**src/core/can_gen_defs.svh**
```systemverilog
`ifndef CAN_GEN_DEFS_SVH
`define CAN_GEN_DEFS_SVH
`define ADDR_GEN_CONTROL 3'h0
`define ADDR_GEN_STATUS 3'h1
`define ADDR_GEN_IRQ_FLAGS 3'h2
`define ADDR_GEN_IRQ_ENABLE 3'h3
`define ADDR_OBJ_EN_LOW 3'h4
`define ADDR_OBJ_EN_HIGH 3'h5
`define CTL_ABORT 7
`define CTL_OVERLOAD 6
`define CTL_TTC 5
`define CTL_SYNC 4
`define CTL_ONLY_MODE_A 3
`define CTL_TEST 2
`define CTL_ENABLE 1
`define CTL_SOFT_RESET_REQUEST 0
`define STA_OVERLOAD 6
`define STA_TRANSMITTER_BUSY_FLAG 4
`define STA_RECEIVER_BUSY_FLAG 3
`define STA_ENABLE_STATUS_FLAG 2
`define STA_BUS_OFF_STATE 1
`define STA_ERROR_PASSIVE_STATE 0
`define IRQ_ANY 7
`define IRQ_BUS_OFF_STATE 6
`define IRQ_TIMER_OVERRUN_FLAG 5
`define IRQ_BUF 4
`define IRQ_STUFF 3
`define IRQ_CRC 2
`define IRQ_FORM 1
`define IRQ_ACK 0
`define IE_GLOBAL 7
`define IE_BUS_OFF_STATE 6
`define IE_RX 5
`define IE_TX 4
`define IE_ERR 3
`define IE_BUF 2
`define IE_GERR 1
`define IE_OVRT 0
`define CTL_RESET 8'h00
`define IE_RESET 8'h00
`define RECESSIVE_BITS 4'hb
`define STATUS_RESERVED_MASK 8'h5f
`endif

```
**src/core/can_gen_pkg.sv**
```systemverilog
package can_gen_pkg;
    typedef struct packed {
        logic tx_busy;
        logic rx_busy;
        logic overload_sending;
        logic tx_in_progress;
        logic bus_off;
        logic err_passive;
        logic sample_tick;
        logic sample_recessive;
    } core_status_t;
    typedef struct packed {
        logic stuff_err;
        logic crc_err;
        logic form_err;
        logic ack_err;
        logic timer_wrap;
        logic buffer_done;
        logic buffer_rewritten;
        logic rx_pending;
        logic tx_pending;
        logic err_pending;
    } core_events_t;
    typedef struct packed {
        logic abort_request;
        logic overload_request;
        logic time_triggered_mode;
        logic capture_at_eof;
        logic only_mode_a;
        logic test_mode;
        logic channel_enabled;
        logic tx_recessive_hold;
        logic controller_reset;
    } core_control_t;
    typedef enum logic [1:0] {
        CH_STANDBY = 2'b00,
        CH_WAIT_IDLE = 2'b01,
        CH_ENABLED = 2'b10,
        CH_DRAIN = 2'b11
    } chan_state_t;
endpackage

```
**src/core/can_gen_regs.sv**
```systemverilog
// Decided for this implementation: strobed register access and the register addresses.
`timescale 1ns/1ns
`include "can_gen_defs.svh"
module can_gen_regs
(
    // Clock and reset
    input wire logic sys_clk,
    input wire logic sys_rst,
    // Register port
    input wire logic [2:0] reg_addr,
    input wire logic [7:0] reg_wdata,
    input wire logic reg_write,
    input wire logic reg_read,
    output logic [7:0] reg_rdata,
    // Protocol core
    input wire can_gen_pkg::core_status_t core_status,
    input wire can_gen_pkg::core_events_t core_events,
    input wire logic [14:0] object_enable_set,
    input wire logic [14:0] object_done_clear,
    input wire logic overrun_irq_ack,
    output can_gen_pkg::core_control_t core_control,
    output logic [14:0] object_in_use_bits,
    output logic can_irq,
    output logic overrun_irq
);
    import can_gen_pkg::*;

    logic [7:0] general_control;
    logic [7:0] gen_irq_flags;
    logic [7:0] general_interrupt_enable;
    chan_state_t chan_state;
    chan_state_t next_chan_state;
    logic [3:0] recessive_count;
    logic enable_status_flag;
    logic soft_reset_request;
    logic prev_bus_off;
    logic ctl_rst;

    // Controller reset, hardware ORed with software
    assign soft_reset_request = general_control[`CTL_SOFT_RESET_REQUEST];
    assign ctl_rst = sys_rst | soft_reset_request;

    wire wr_ctl = reg_write && reg_addr == `ADDR_GEN_CONTROL;
    wire wr_irq = reg_write && reg_addr == `ADDR_GEN_IRQ_FLAGS;
    wire wr_ie = reg_write && reg_addr == `ADDR_GEN_IRQ_ENABLE;
    wire enable_command = general_control[`CTL_ENABLE];
    wire abort_request = general_control[`CTL_ABORT];

    // Enable / standby sequencing
    always_comb
    begin
        next_chan_state = chan_state;
        unique case (chan_state)
            CH_STANDBY:
                if (enable_command)
                    next_chan_state = CH_WAIT_IDLE;
            CH_WAIT_IDLE:
                if (!enable_command)
                    next_chan_state = CH_STANDBY;
                else if (core_status.sample_tick && core_status.sample_recessive
                    && recessive_count == `RECESSIVE_BITS - 4'h1)
                    next_chan_state = CH_ENABLED;
            CH_ENABLED:
                if (!enable_command)
                    next_chan_state = CH_DRAIN;
            CH_DRAIN:
                if (!core_status.tx_in_progress)
                    next_chan_state = CH_STANDBY;
        endcase
    end

    always_ff @(posedge sys_clk)
    begin
        if (ctl_rst)
        begin
            chan_state <= CH_STANDBY;
            recessive_count <= 4'h0;
        end
        else
        begin
            chan_state <= next_chan_state;
            if (chan_state != CH_WAIT_IDLE)
                recessive_count <= 4'h0;
            else if (core_status.sample_tick)
                recessive_count <= core_status.sample_recessive ?
                    recessive_count + 4'h1 : 4'h0;
        end
    end

    assign enable_status_flag = chan_state == CH_ENABLED
        || chan_state == CH_DRAIN;

    // Control register; soft reset bit clears on the following edge
    always_ff @(posedge sys_clk)
    begin
        if (ctl_rst)
            general_control <= `CTL_RESET;
        else if (wr_ctl)
            general_control <= reg_wdata;
    end

    // Object-in-use bits
    wire standby_entry = chan_state != CH_STANDBY
        && next_chan_state == CH_STANDBY;
    always_ff @(posedge sys_clk)
    begin
        if (ctl_rst)
            object_in_use_bits <= 15'h0000;
        else if (abort_request || standby_entry)
            object_in_use_bits <= 15'h0000;
        else
            object_in_use_bits <= (object_in_use_bits & ~object_done_clear)
                | object_enable_set;
    end

    // Interrupt flags: set wins over write-one clear
    wire [7:0] flag_clear = wr_irq ? reg_wdata : 8'h00;
    wire entered_bus_off_state = core_status.bus_off && !prev_bus_off
        && core_status.err_passive;
    wire buf_clear_ok = core_events.buffer_rewritten;
    wire [7:0] flag_set = {1'b0, entered_bus_off_state, core_events.timer_wrap,
        core_events.buffer_done, core_events.stuff_err, core_events.crc_err,
        core_events.form_err, core_events.ack_err};
    wire [7:0] clear_mask = {1'b0, flag_clear[`IRQ_BUS_OFF_STATE],
        flag_clear[`IRQ_TIMER_OVERRUN_FLAG] | overrun_irq_ack,
        flag_clear[`IRQ_BUF] & buf_clear_ok, flag_clear[3:0]};

    always_ff @(posedge sys_clk)
    begin
        if (ctl_rst)
        begin
            gen_irq_flags <= 8'h00;
            prev_bus_off <= 1'b0;
        end
        else
        begin
            gen_irq_flags <= ((gen_irq_flags & ~clear_mask) | flag_set)
                & 8'h7f;
            prev_bus_off <= core_status.bus_off;
        end
    end

    always_ff @(posedge sys_clk)
    begin
        if (ctl_rst)
            general_interrupt_enable <= `IE_RESET;
        else if (wr_ie)
            general_interrupt_enable <= reg_wdata;
    end

    // Source gating
    wire [7:0] ie = general_interrupt_enable;
    wire gerr_any = |gen_irq_flags[3:0];
    wire any_source = (ie[`IE_BUS_OFF_STATE] & gen_irq_flags[`IRQ_BUS_OFF_STATE])
        | (ie[`IE_RX] & core_events.rx_pending)
        | (ie[`IE_TX] & core_events.tx_pending)
        | (ie[`IE_ERR] & core_events.err_pending)
        | (ie[`IE_BUF] & gen_irq_flags[`IRQ_BUF])
        | (ie[`IE_GERR] & gerr_any);
    wire any_interrupt_flag = any_source;
    assign can_irq = ie[`IE_GLOBAL] & any_interrupt_flag;
    assign overrun_irq = ie[`IE_OVRT] & gen_irq_flags[`IRQ_TIMER_OVERRUN_FLAG];

    // Status image; reserved bits zero
    wire [7:0] status_image = {1'b0, core_status.overload_sending, 1'b0,
        core_status.tx_busy, core_status.rx_busy, enable_status_flag,
        core_status.bus_off, core_status.err_passive}
        & `STATUS_RESERVED_MASK;

    // Protocol core controls
    assign core_control.abort_request = abort_request;
    assign core_control.overload_request = general_control[`CTL_OVERLOAD];
    assign core_control.time_triggered_mode = general_control[`CTL_TTC];
    assign core_control.capture_at_eof = general_control[`CTL_TTC]
        & general_control[`CTL_SYNC];
    assign core_control.only_mode_a = general_control[`CTL_ONLY_MODE_A];
    assign core_control.test_mode = general_control[`CTL_TEST];
    // Channel keeps running while draining so a frame in flight completes
    assign core_control.channel_enabled = chan_state == CH_ENABLED
        || chan_state == CH_DRAIN;
    assign core_control.tx_recessive_hold = chan_state == CH_STANDBY
        || chan_state == CH_WAIT_IDLE;
    assign core_control.controller_reset = ctl_rst;

    // Read mux
    logic [7:0] rd_mux;
    always_comb
    begin
        unique case (reg_addr)
            `ADDR_GEN_CONTROL: rd_mux = general_control;
            `ADDR_GEN_STATUS: rd_mux = status_image;
            `ADDR_GEN_IRQ_FLAGS: rd_mux = {any_interrupt_flag,
                gen_irq_flags[6:0]};
            `ADDR_GEN_IRQ_ENABLE: rd_mux = general_interrupt_enable;
            `ADDR_OBJ_EN_LOW: rd_mux = object_in_use_bits[7:0];
            `ADDR_OBJ_EN_HIGH: rd_mux = {1'b0, object_in_use_bits[14:8]};
            default: rd_mux = 8'h00;
        endcase
    end

    always_ff @(posedge sys_clk)
    begin
        if (sys_rst)
            reg_rdata <= 8'h00;
        else if (reg_read)
            reg_rdata <= rd_mux;
        else
            reg_rdata <= 8'h00;
    end
endmodule

```
**config.mk**
```make
export PLATFORM = sky130hd
export DESIGN_NAME = can_gen_regs
export DESIGN_NICKNAME = d
export VERILOG_FILES = /design/src/core/can_gen_pkg.sv /design/src/core/can_gen_regs.sv
export VERILOG_INCLUDE_DIRS = /design/src /design/src/core
export SDC_FILE = /design/constraint.sdc
export NUM_CORES = 1
export LEC_CHECK = 0
export ABC_AREA = 1
export BUFFER_PORTS_ARGS = -buffer_cell sky130_fd_sc_hd__clkbuf_2
export CAP_MARGIN = 20
export CORE_ASPECT_RATIO = 0.8
export CORE_UTILIZATION = 40
export DETAILED_ROUTE_END_ITERATION = 8
export PLACE_DENSITY = 0.7
export SKIP_LAST_GASP = 1
export SYNTH_ARGS = -nofsm -noshare
export SYNTH_HDL_FRONTEND = slang
export SYNTH_SLANG_ARGS = --single-unit
```
**constraint.sdc**
```tcl
create_clock -name sys_clk -period 2.8 [get_ports sys_clk]
set_input_delay 0.56 -clock sys_clk [delete_from_list [all_inputs] [get_ports sys_clk]]
set_output_delay 0.56 -clock sys_clk [all_outputs]
set_load 0.05 [all_outputs]
```
== Yosys cells after proc, flatten, opt, wreduce, memory -nomap -nowiden ==
Index checks and enable logic that the tools add are counted.

* Eq/ne operators: 10
* Bitwise operators: 24
* Reduce and logical (&&, ||, !) cells: 20
* Add/sub/neg operators: 1
* Mux-type cells: 9

{| class="wikitable"
|+ Operator list
! cell !! count
|-
| one-hot mux 8 bit (6 select lines) || 1
|-
| bitwise AND 15 bit || 1
|-
| inverter 15 bit || 1
|-
| OR 15 bit || 1
|-
| bitwise AND 1 bit || 10
|-
| two-way mux 2 bit || 5
|-
| logical AND 1 bit || 8
|-
| one-hot mux 2 bit (4 select lines) || 1
|-
| bitwise AND 7 bit || 1
|-
| two-way mux 7 bit || 1
|-
| inverter 7 bit || 1
|-
| OR 1 bit || 7
|-
| OR 7 bit || 1
|-
| == test 3 x 2 -> 1 bit (second input constant) || 2
|-
| == test 3 bit (second input constant) || 2
|-
| OR reduction 2 bit || 3
|-
| adder 4 x 1 -> 4 bit (second input constant) || 1
|-
| == test 2 bit (second input constant) || 2
|-
| == test 4 bit (second input constant) || 1
|-
| logical NOT 2 bit || 2
|-
| two-way mux 4 bit || 1
|-
| OR reduction 4 bit || 1
|-
| == test 3 x 1 -> 1 bit (second input constant) || 1
|-
| logical NOT 3 bit || 1
|-
| other kinds (6) || 8
|}

* Input port bits: 64
* Word-level logic and storage cells: 72
* Output and inout port bits: 34
* Bits in registers: 53

== Depth between registers and ports, before layout ==
Gate-level depths: netlist of the first run.

* Depth in word-level cells: 9
* Mapped depth: 12
* Gate-level depth less buffers: 11

== Worst setup path before layout of the first run ==
OpenSTA, ideal clock, no wires.

* Path kind: input -> output
* From: in core_events[0] in the netlist's numbering
* To: out can_irq
* Cell stages on the path: 4
* Path buffers: 0
* Required time: 2.240 ns
* Arrival time: 1.473 ns
* Path slack: 0.767 ns
* Path through: nand2_1 > nand3_1 > nor2_1 > a21oi_1

* Word-level cells in the longest chain between the ends: 5

{| class="wikitable"
|+ RTL lines
! item !! RTL line !! RTL
|-
| start, declared || can_gen_regs.sv:17 || <nowiki>input wire can_gen_pkg::core_events_t core_events,</nowiki>
|-
| bitwise AND 1 bit || can_gen_regs.sv:157 || <nowiki>| (ie[`IE_ERR] & core_events.err_pending)</nowiki>
|-
| OR 1 bit (3 in series) || can_gen_regs.sv:154 || <nowiki>wire any_source = (ie[`IE_BUS_OFF_STATE] & gen_irq_flags[`IRQ_BUS_OFF_STATE])</nowiki>
|-
| bitwise AND 1 bit || can_gen_regs.sv:161 || <nowiki>assign can_irq = ie[`IE_GLOBAL] & any_interrupt_flag;</nowiki>
|-
| end, declared || can_gen_regs.sv:23 || <nowiki>output logic can_irq,</nowiki>
|}

Every way passes these cells.

==> results of run 1 <==
-- worst max-delay path, cell delays in order (launching register included) --
cell	delay [ns]
dfxtp_1	0.34
nor2_1	0.05
buf_4	0.17
inv_1	0.18
clkbuf_2	0.33
-- cells by family (layout without fill, tap and decap cells) --
kind of cell	Yosys count	after routing	synth area share, %
and+or+nand+nor	151	151	25.8
AOI/OAI and AO/OA	73	73	15.6
xor gates and xnor gates	2	2	0.744
adders and majority gates	2	2	1.06
buffers and inverters	65	159	11.7
DFF	53	53	45.1
-- cell usage in the layout (no fill, tap or decap) --
cell type	instances
dfxtp_1	53
nand3b_1	1
nor3_2	3
clkbuf_8	7
xnor2_1	1
nor2_1	49
nand2_2	2
nand3_1	7
o21ai_1	9
clkbuf_2	97
inv_1	44
nand2_1	87
ha_1	2
nor3_1	1
o21ai_0	17
a21oi_1	46
nor2_2	1
inv_2	8
xor2_1	1
buf_4	2
clkinv_2	1
o22ai_1	1
-- power by group through the flow --
stage	clock [µW]	combinational, µW	sequential [µW]
floorplan	0	143	933
global placement	0	332	849
detailed placement	0	335	850
CTS	479	336	833
global route	509	366	839
finish	468	334	833
-- registers in the layout (all words and copies together) (netlist names) --
register / cells
reg_rdata: 8
general_interrupt_enable: 8
object_in_use_bits: 15
recessive_count: 4
chan_state: 2
general_control: 8
prev_bus_off: 1
gen_irq_flags: 7
-- worst max path at each step --
stage | end | slack [ns] | depth (start not counted)
finish | core_control[0] | 0.86 | 4
global placement | core_control[0] | 0.88 | 5
global route | core_control[0] | 0.76 | 4
floorplan | can_irq | 0.77 | 4
detailed placement | core_control[0] | 0.87 | 5
CTS | core_control[0] | 0.85 | 4
-- layer usage --
metal  part of all wire [%]  routed length, µm  GRT usage (%)
met5                      0                  0              0
met4                    1.8                106           7.83
met3                    8.0                485           4.55
met2                     42               2570           29.5
met1                     48               2900           30.2
-- cell type report --
| type | count | area (µm²) |
|---|---|---|
| fill | 579 | 2580 |
| sequential | 53 | 1060 |
| clock buffer | 7 | 96.3 |
| multi-input combinational | 228 | 1020 |
| clock inverter | 1 | 5.00 |
| timing repair buffer | 99 | 500 |
| inverter | 52 | 195 |
| tap | 78 | 97.6 |
-- metrics by stage --
step / setup WS, ns / instance area (µm²) / std cells / util [%]
4_1_cts: 0.850 / 2970 / 518 / 53.5
3_3_place_gp: 0.878 / 2870 / 510 / 51.7
6_report: 0.856 / 2970 / 518 / 53.5
2_1_floorplan: 0.767 / 2350 / 346 / -
5_1_grt: 0.762 / 2970 / 518 / 53.5
3_5_place_dp: 0.870 / 2870 / 510 / 51.7
==> metrics.cfg, run 1 <==
[placement]
gp_congestion=0.873
io_buffers=97
place.detailed.hpwl_um=4870

[yosys]
syn_inst=346
async_flop_share_pct=0
syn_area_um2=2350
synth_flop_cell=dfxtp_1
synth_top_cell_area_share_pct=45.1
synth_largest_area_cell=dfxtp_1
syn-num-nets=412
syn_area_per_cell_um2=6.80
synth-seq-cells=53
synthDistinctLibCells=22
yosysWarnings=0
ys_top_cells_by_area=dfxtp_1, nand2_1, a21oi_1, nor2_1, inv_1
synth.most_common_cell=nand2_1
synth_common_cells=nand2_1, dfxtp_1, nor2_1
synth_edf_count=0
synth.yosys.seq_area_share_pct=45.1

[pwr]
pwr_density_cell_nw_per_um2=550
power_uw=1640
p_comb_share_pct=20.4
p_seq_share_pct=50.9
clkPwrFrac_pct=28.6
internal_power_uw=1120
peakVddDrop_mv=0.311
swShare_pct=31.5
p_sw_uw=516
leakage_uw=0.00149

[sta]
finalMaxSlewViolations=0
rsz0062_at_grt=false
max_clock_freq_mhz=514
fin_crit_sh_pct=69.4
timing.hold.ws_ns=0.463
hold_violations=0
setup_viol=0
tightest_slew_ns=0.555
relSlewSlack_pct=62.8
finalSetupTns_ns=0
min_period_ns=1.94
skew_ns=0.00631

[clock_network]
clock-root-buffer=clkbuf_8
insertion_delay_ns=0.31
postCtsSetupBuffers=0
post_cts_resized=0
cts_made_buffers=5
clk_pin_slew_ns=0.09
tritoncts=built
clock-sinks=53
clk_path_buf_depth=2
cts_max_level=2
hold_buffers=0

[global_route]
grt_pass1_vias=2141
grt.total_usage_pct=20.7
antenna_found_initial=0
overflow=0
grt_first_pass_wirelength_um=9740
grt_max_degree=16

[worst_hold_path]
hp-start=core_events[4]
holdPathStages=3
hp-class=in2reg
hold_path_end=gen_irq_flags[4]

[critical_path]
reg2reg_to=object_in_use_bits[3]
cp_max_fo=15
endpoint_kind=output pin
start_kind=flop
arrival_ns=1.38
required_ns=2.24
crit_start=general_control[0]
reg2reg_slack_ns=1.15
worst_r2r_path_depth=10
reg2reg_from=recessive_count[0]
path_class=reg2out

[flow_run]
drv_cap=0

[die]
rows=24
core-area_um2=5560
start_util_pct=42.4
fp.dieW_um=87.8
ios=98
fp.dieH_um=70.6
die_area_um2=6200

[detailed_routing]
vias=2384
firstDrtPassIters=4
wire_per_inst_um=11.7
drc=0
viasPerCell=4.60
initialDrtViolationCount=168
routed_wirelength_um=6060
final_antenna_net_count=0

[cells_and_area]
drive_above_1_share_pct=27.5
area_growth_pct=26.3
final_nets=505
n_antenna_cell=0

[outcome]
status=completed

Power figures use the tool's default switching activity.
==> inputs of run 2 (changes only) <==
Clock period 2.8 ns to 1.9 ns, I/O delays scaled along.
==> metrics.cfg, run 2 (same netlist as run 1, synthesis figures left out) <==
[outcome]
status=completed

[global_route]
grt_first_pass_wirelength_um=9830  ; +0.85%
antenna_found_initial=0  ; unchanged
overflow=0  ; unchanged
grt_pass1_vias=2191  ; +2.3%
grt.total_usage_pct=20.8  ; +0.10 points
grt_max_degree=16  ; unchanged

[sta]
setup_viol=0  ; unchanged
rsz0062_at_grt=false
min_period_ns=1.72
relSlewSlack_pct=64.4  ; +1.6 points
tightest_slew_ns=0.531  ; -0.0239 ns
finalSetupTns_ns=0  ; unchanged
max_clock_freq_mhz=581
hold_violations=0  ; unchanged
fin_crit_sh_pct=90.6
finalMaxSlewViolations=0  ; unchanged
skew_ns=0.00837  ; +0.00206 ns
finalWorstSetupSlack_ns=0.179  ; -0.677 ns

[detailed_routing]
initialDrtViolationCount=147  ; -13%
vias=2391  ; +0.29%
routed_wirelength_um=6160  ; +1.6%
firstDrtPassIters=4  ; unchanged
drc=0  ; unchanged
wire_per_inst_um=11.9  ; +1.6%
final_antenna_net_count=0  ; unchanged
viasPerCell=4.62  ; +0.29%

[cells_and_area]
area_growth_pct=25.5
fillers=594  ; +2.6%
final_cell_mix=clkbuf_2, nand2_1, dfxtp_1
n_antenna_cell=0  ; unchanged
final_cells=518  ; unchanged
multiInputGateArea_um2=1020  ; unchanged
final_nets=505  ; unchanged
largest_reg_flops=15  ; unchanged
max_flop_register=object_in_use_bits
regArea_um2=1060  ; unchanged
drive_above_1_share_pct=27.3  ; -0.23 points
mostFrequentLayoutCell=clkbuf_2

[clock_network]
insertion_delay_ns=0.30  ; about the same
clock-root-buffer=clkbuf_8
clk_path_buf_depth=2  ; unchanged
clock-sinks=53  ; unchanged
cts_max_level=2  ; unchanged
hold_buffers=0  ; unchanged
clk_pin_slew_ns=0.10  ; about the same
postCtsSetupBuffers=0  ; unchanged
tritoncts=built
post_cts_resized=0  ; unchanged
cts_made_buffers=5  ; unchanged

[worst_hold_path]
hp-class=in2reg

[die]
ios=98  ; unchanged
die_area_um2=6200  ; unchanged
core-area_um2=5560  ; unchanged
start_util_pct=42.4  ; unchanged
fp.dieW_um=87.8  ; unchanged
fp.dieH_um=70.6  ; unchanged
rows=24  ; unchanged

[critical_path]
path_class=reg2out
crit_start=gen_irq_flags[0]
arrival_ns=1.34  ; -0.04 ns
cp_max_fo=3  ; -12
worst_r2r_path_depth=10  ; unchanged
start_kind=flop
endpoint_kind=output pin
required_ns=1.52  ; -0.72 ns
crit_end=can_irq
reg2reg_slack_ns=0.27  ; -0.88 ns
reg2reg_to=object_in_use_bits[12]
reg2reg_from=recessive_count[0]

[pwr]
leakage_uw=0.00149  ; -0.62%
pwr_density_cell_nw_per_um2=789  ; +43%
peakVddDrop_mv=0.338  ; +8.6%

[placement]
gp_congestion=0.901  ; +3.2%
place.detailed.hpwl_um=4950  ; +1.6%
pre_cts_ws_ns=0.261  ; -0.609 ns
placedCellCount=510  ; unchanged
io_buffers=97  ; unchanged

[flow_run]
drv_cap=0  ; unchanged

## run 2: worst min-delay path by stage
| stage | slack [ns] | cells past startpoint | end | startpoint |
|---|---|---|---|---|
| detailed placement | 0.46 | 2 | general_interrupt_enable[6] | general_interrupt_enable[6] |
| global placement | 0.45 | 2 | general_interrupt_enable[1] | general_interrupt_enable[1] |
| floorplan | 0.44 | 2 | general_control[2] | general_control[2] |
| finish | 0.28 | 3 | gen_irq_flags[3] | core_events[9] |
| CTS | 0.28 | 3 | gen_irq_flags[4] | core_events[4] |
| global route | 0.29 | 3 | gen_irq_flags[1] | core_events[7] |
## run 2: worst max-delay path, stage by stage (launching register included)
cell and delay, ns:
dfxtp_1 0.38, nor2_1 0.05, nand2_1 0.06, nand2_1 0.06
a21oi_1 0.18, clkbuf_2 0.30
## run 2: area by class of cell
cell class | count | share of cell area, %
timing repair buffer | 99 | 16.9
sequential | 53 | 35.9
clock inverter | 2 | 0.339
clock buffer | 6 | 2.46
tap | 78 | 3.31
multi-input combinational | 228 | 34.4
inverter | 52 | 6.61
## run 2: metrics by stage
step                      total power, µW  hold slack [ns]  utilization (%)  instance area, µm²
final                                2330            0.284             53.2                2950
after global routing                 2450            0.292             53.2                2950
after CTS                            2350            0.280             53.2                2950
after detailed placement             1750            0.459             51.7                2870
after global placement               1740            0.450             51.7                2870
after floorplan                      1580            0.439                -                2350
## run 2: power by group
group	internal [µW]	switching, µW	total, µW	leakage (µW)
combinational	142	350	492	0.00101
clock	256	353	610	0.0000450
sequential	1180	49.6	1230	0.000435
## run 2: layer usage
layer / routed length, µm / vias up / track usage, %
met3: 373 / 6 / 5.13
met1: 3010 / 1051 / 28.5
li1: - / 1254 / -
met2: 2720 / 80 / 32.4
met5: 0 / - / 0
met4: 55 / 0 / 5.83
==> inputs of run 3 (changes only) <==
Settings changed: CELL_PAD_IN_SITES_DETAIL_PLACEMENT from default to 0, CELL_PAD_IN_SITES_GLOBAL_PLACEMENT from default to 1, CORE_UTILIZATION 40 to 32, PLACE_DENSITY 0.7 to 0.8.
==> metrics.cfg, run 3 (same netlist as run 1, synthesis figures left out) <==
[global_route]
overflow=0  ; unchanged
grt_max_degree=16  ; unchanged
grt.total_usage_pct=17.1  ; -3.7 points
antenna_found_initial=0  ; unchanged
grt_pass1_vias=2235  ; +2.0%
grt_first_pass_wirelength_um=10200  ; +4.0%

[critical_path]
slowest_stage=dfxtp_1
path_class=reg2out
cp_cell_sequence=nand2_1, nand3_1, nor2_1, a21oi_1, clkbuf_2
required_ns=1.52  ; about the same
reg2reg_to=object_in_use_bits[14]
worst_r2r_path_depth=11  ; +1
start_kind=flop
critPathBufInv=1  ; unchanged
crit_start=gen_irq_flags[4]
cp_max_fo=3  ; unchanged
arrival_ns=1.36  ; +0.02 ns
critical_path.top_delay_family=flip-flops
reg2reg_from=recessive_count[0]
reg2reg_slack_ns=0.39  ; +0.12 ns
cp_slowest_stage_delay_ns=0.39  ; about the same
endpoint_kind=output pin

[die]
fp.dieH_um=78.7  ; +11%
fp.dieW_um=97.9  ; +12%
ios=98  ; unchanged
die_area_um2=7700  ; +24%
start_util_pct=33.7  ; -8.7 points
core-area_um2=6990  ; +26%
rows=27  ; +13%

[cells_and_area]
final_nets=507  ; +0.40%
mostFrequentLayoutCell=clkbuf_2
final_cell_mix=clkbuf_2, nand2_1, dfxtp_1
post-route-util_pct=42.9  ; -10 points
n_antenna_cell=0  ; unchanged
largest_reg_flops=15  ; unchanged
area_growth_pct=27.5
finish.instance_area_um2=3000  ; +1.6%
drive_above_1_share_pct=27.7  ; +0.39 points
max_flop_register=object_in_use_bits

[placement]
place_area_um2=2900  ; +0.92%
io_buffers=97  ; unchanged
place.detailed.hpwl_um=5280  ; +6.7%
gp_congestion=0.922  ; +2.4%

[sta]
setup_viol=0  ; unchanged
relSlewSlack_pct=70.6  ; +6.2 points
fin_crit_sh_pct=91.3  ; +0.73 points
rsz0062_at_grt=false
min_period_ns=1.74  ; +0.0139 ns
max_clock_freq_mhz=576  ; -0.80%
skew_ns=0.00495  ; -0.00343 ns
finalMaxSlewViolations=0  ; unchanged
tightest_slew_ns=0.439  ; -0.0924 ns
hold_violations=0  ; unchanged
finalSetupTns_ns=0  ; unchanged

[pwr]
p_seq_share_pct=49.9  ; -2.8 points
clkPwrFrac_pct=29.9  ; +3.7 points
pwr_density_cell_nw_per_um2=821  ; +4.1%
swShare_pct=30.7  ; -1.6 points
internal_power_uw=1710  ; +8.3%
p_comb_share_pct=20.2  ; -0.9 points
peakVddDrop_mv=0.301  ; -11%
p_sw_uw=756  ; +0.47%
leakage_uw=0.00150  ; +1.3%

[worst_hold_path]
hp-start=core_events[8]
hp-class=in2reg
holdPathStages=3  ; unchanged
hold_path_end=gen_irq_flags[2]

[clock_network]
cts_made_buffers=5  ; unchanged
clock-sinks=53  ; unchanged
insertion_delay_ns=0.30  ; about the same
postCtsSetupBuffers=0  ; unchanged
tritoncts=built
clk_pin_slew_ns=0.09  ; about the same
clk_path_buf_depth=2  ; unchanged
hold_buffers=0  ; unchanged
cts_max_level=2  ; unchanged
post_cts_resized=0  ; unchanged
clock-root-buffer=clkbuf_8

[outcome]
violations=DRC
status=finished with violations

[flow_run]
drv_cap=0  ; unchanged

[detailed_routing]
final_antenna_net_count=0  ; unchanged
firstDrtPassIters=6  ; +2
vias=2345  ; -1.9%
routed_wirelength_um=6460  ; +5.0%
wire_per_inst_um=12.2  ; +3.0%
initialDrtViolationCount=132  ; -10%
drc=5  ; +5
viasPerCell=4.44  ; -3.8%

-- run 3: cell count changes in the layout (fill, tap and decap cells not counted) --
cell	before	now
bufinv_16	0	1
clkbuf_1	1	0
clkinv_2	2	1
buf_4	2	4
-- run 3: cell type report --
cell class | count | area [µm²]
clock buffers | 5 | 68.8
clock inverters | 2 | 35.0
fillers | 785 | 3990
inverters | 52 | 195
multi-input cells | 228 | 1020
flip-flops and latches | 53 | 1060
well taps | 87 | 109
repair buffers | 101 | 515
-- run 3: layer usage --
layer / up-vias / wire (µm) / GRT usage, %
met5: - / 0 / 0
met4: 0 / 34 / 4.39
met3: 2 / 476 / 4.40
met2: 80 / 2820 / 27.1
met1: 1006 / 3130 / 23.0
li1: 1257 / - / -
-- run 3: how the worst max path moves through the flow --
stage	to	slack, ns	cells after the start
finish	can_irq	0.16	5
global route	can_irq	0.08	5
CTS	can_irq	0.14	5
detailed placement	reg_rdata[2]	0.38	7
global placement	can_irq	0.39	6
floorplan	can_irq	0.23	4
-- run 3: metrics by stage --
stage          hold slack [ns]  worst slack [ns]  std cells  total power [µW]
4_1_cts                  0.274             0.144        528              2490
5_1_grt                  0.274            0.0756        528              2580
6_report                 0.279             0.165        528              2460
3_5_place_dp             0.465             0.381        521              1750
2_1_floorplan            0.439             0.227        346              1580
3_3_place_gp             0.462             0.391        521              1750
-- run 3: power by group through the flow --
stage	logic, µW	registers (µW)	clock network (µW)
5_1_grt	542	1240	798
3_5_place_dp	498	1260	0
4_1_cts	500	1230	755
6_report	496	1230	737
2_1_floorplan	210	1370	0
3_3_place_gp	494	1260	0
-- run 3: tightest hold or removal path: cells and delay by family --
family          cells  cell delay [ns]
compound gates      1             0.03
buf+inv             1             0.07
simple gates        1             0.06
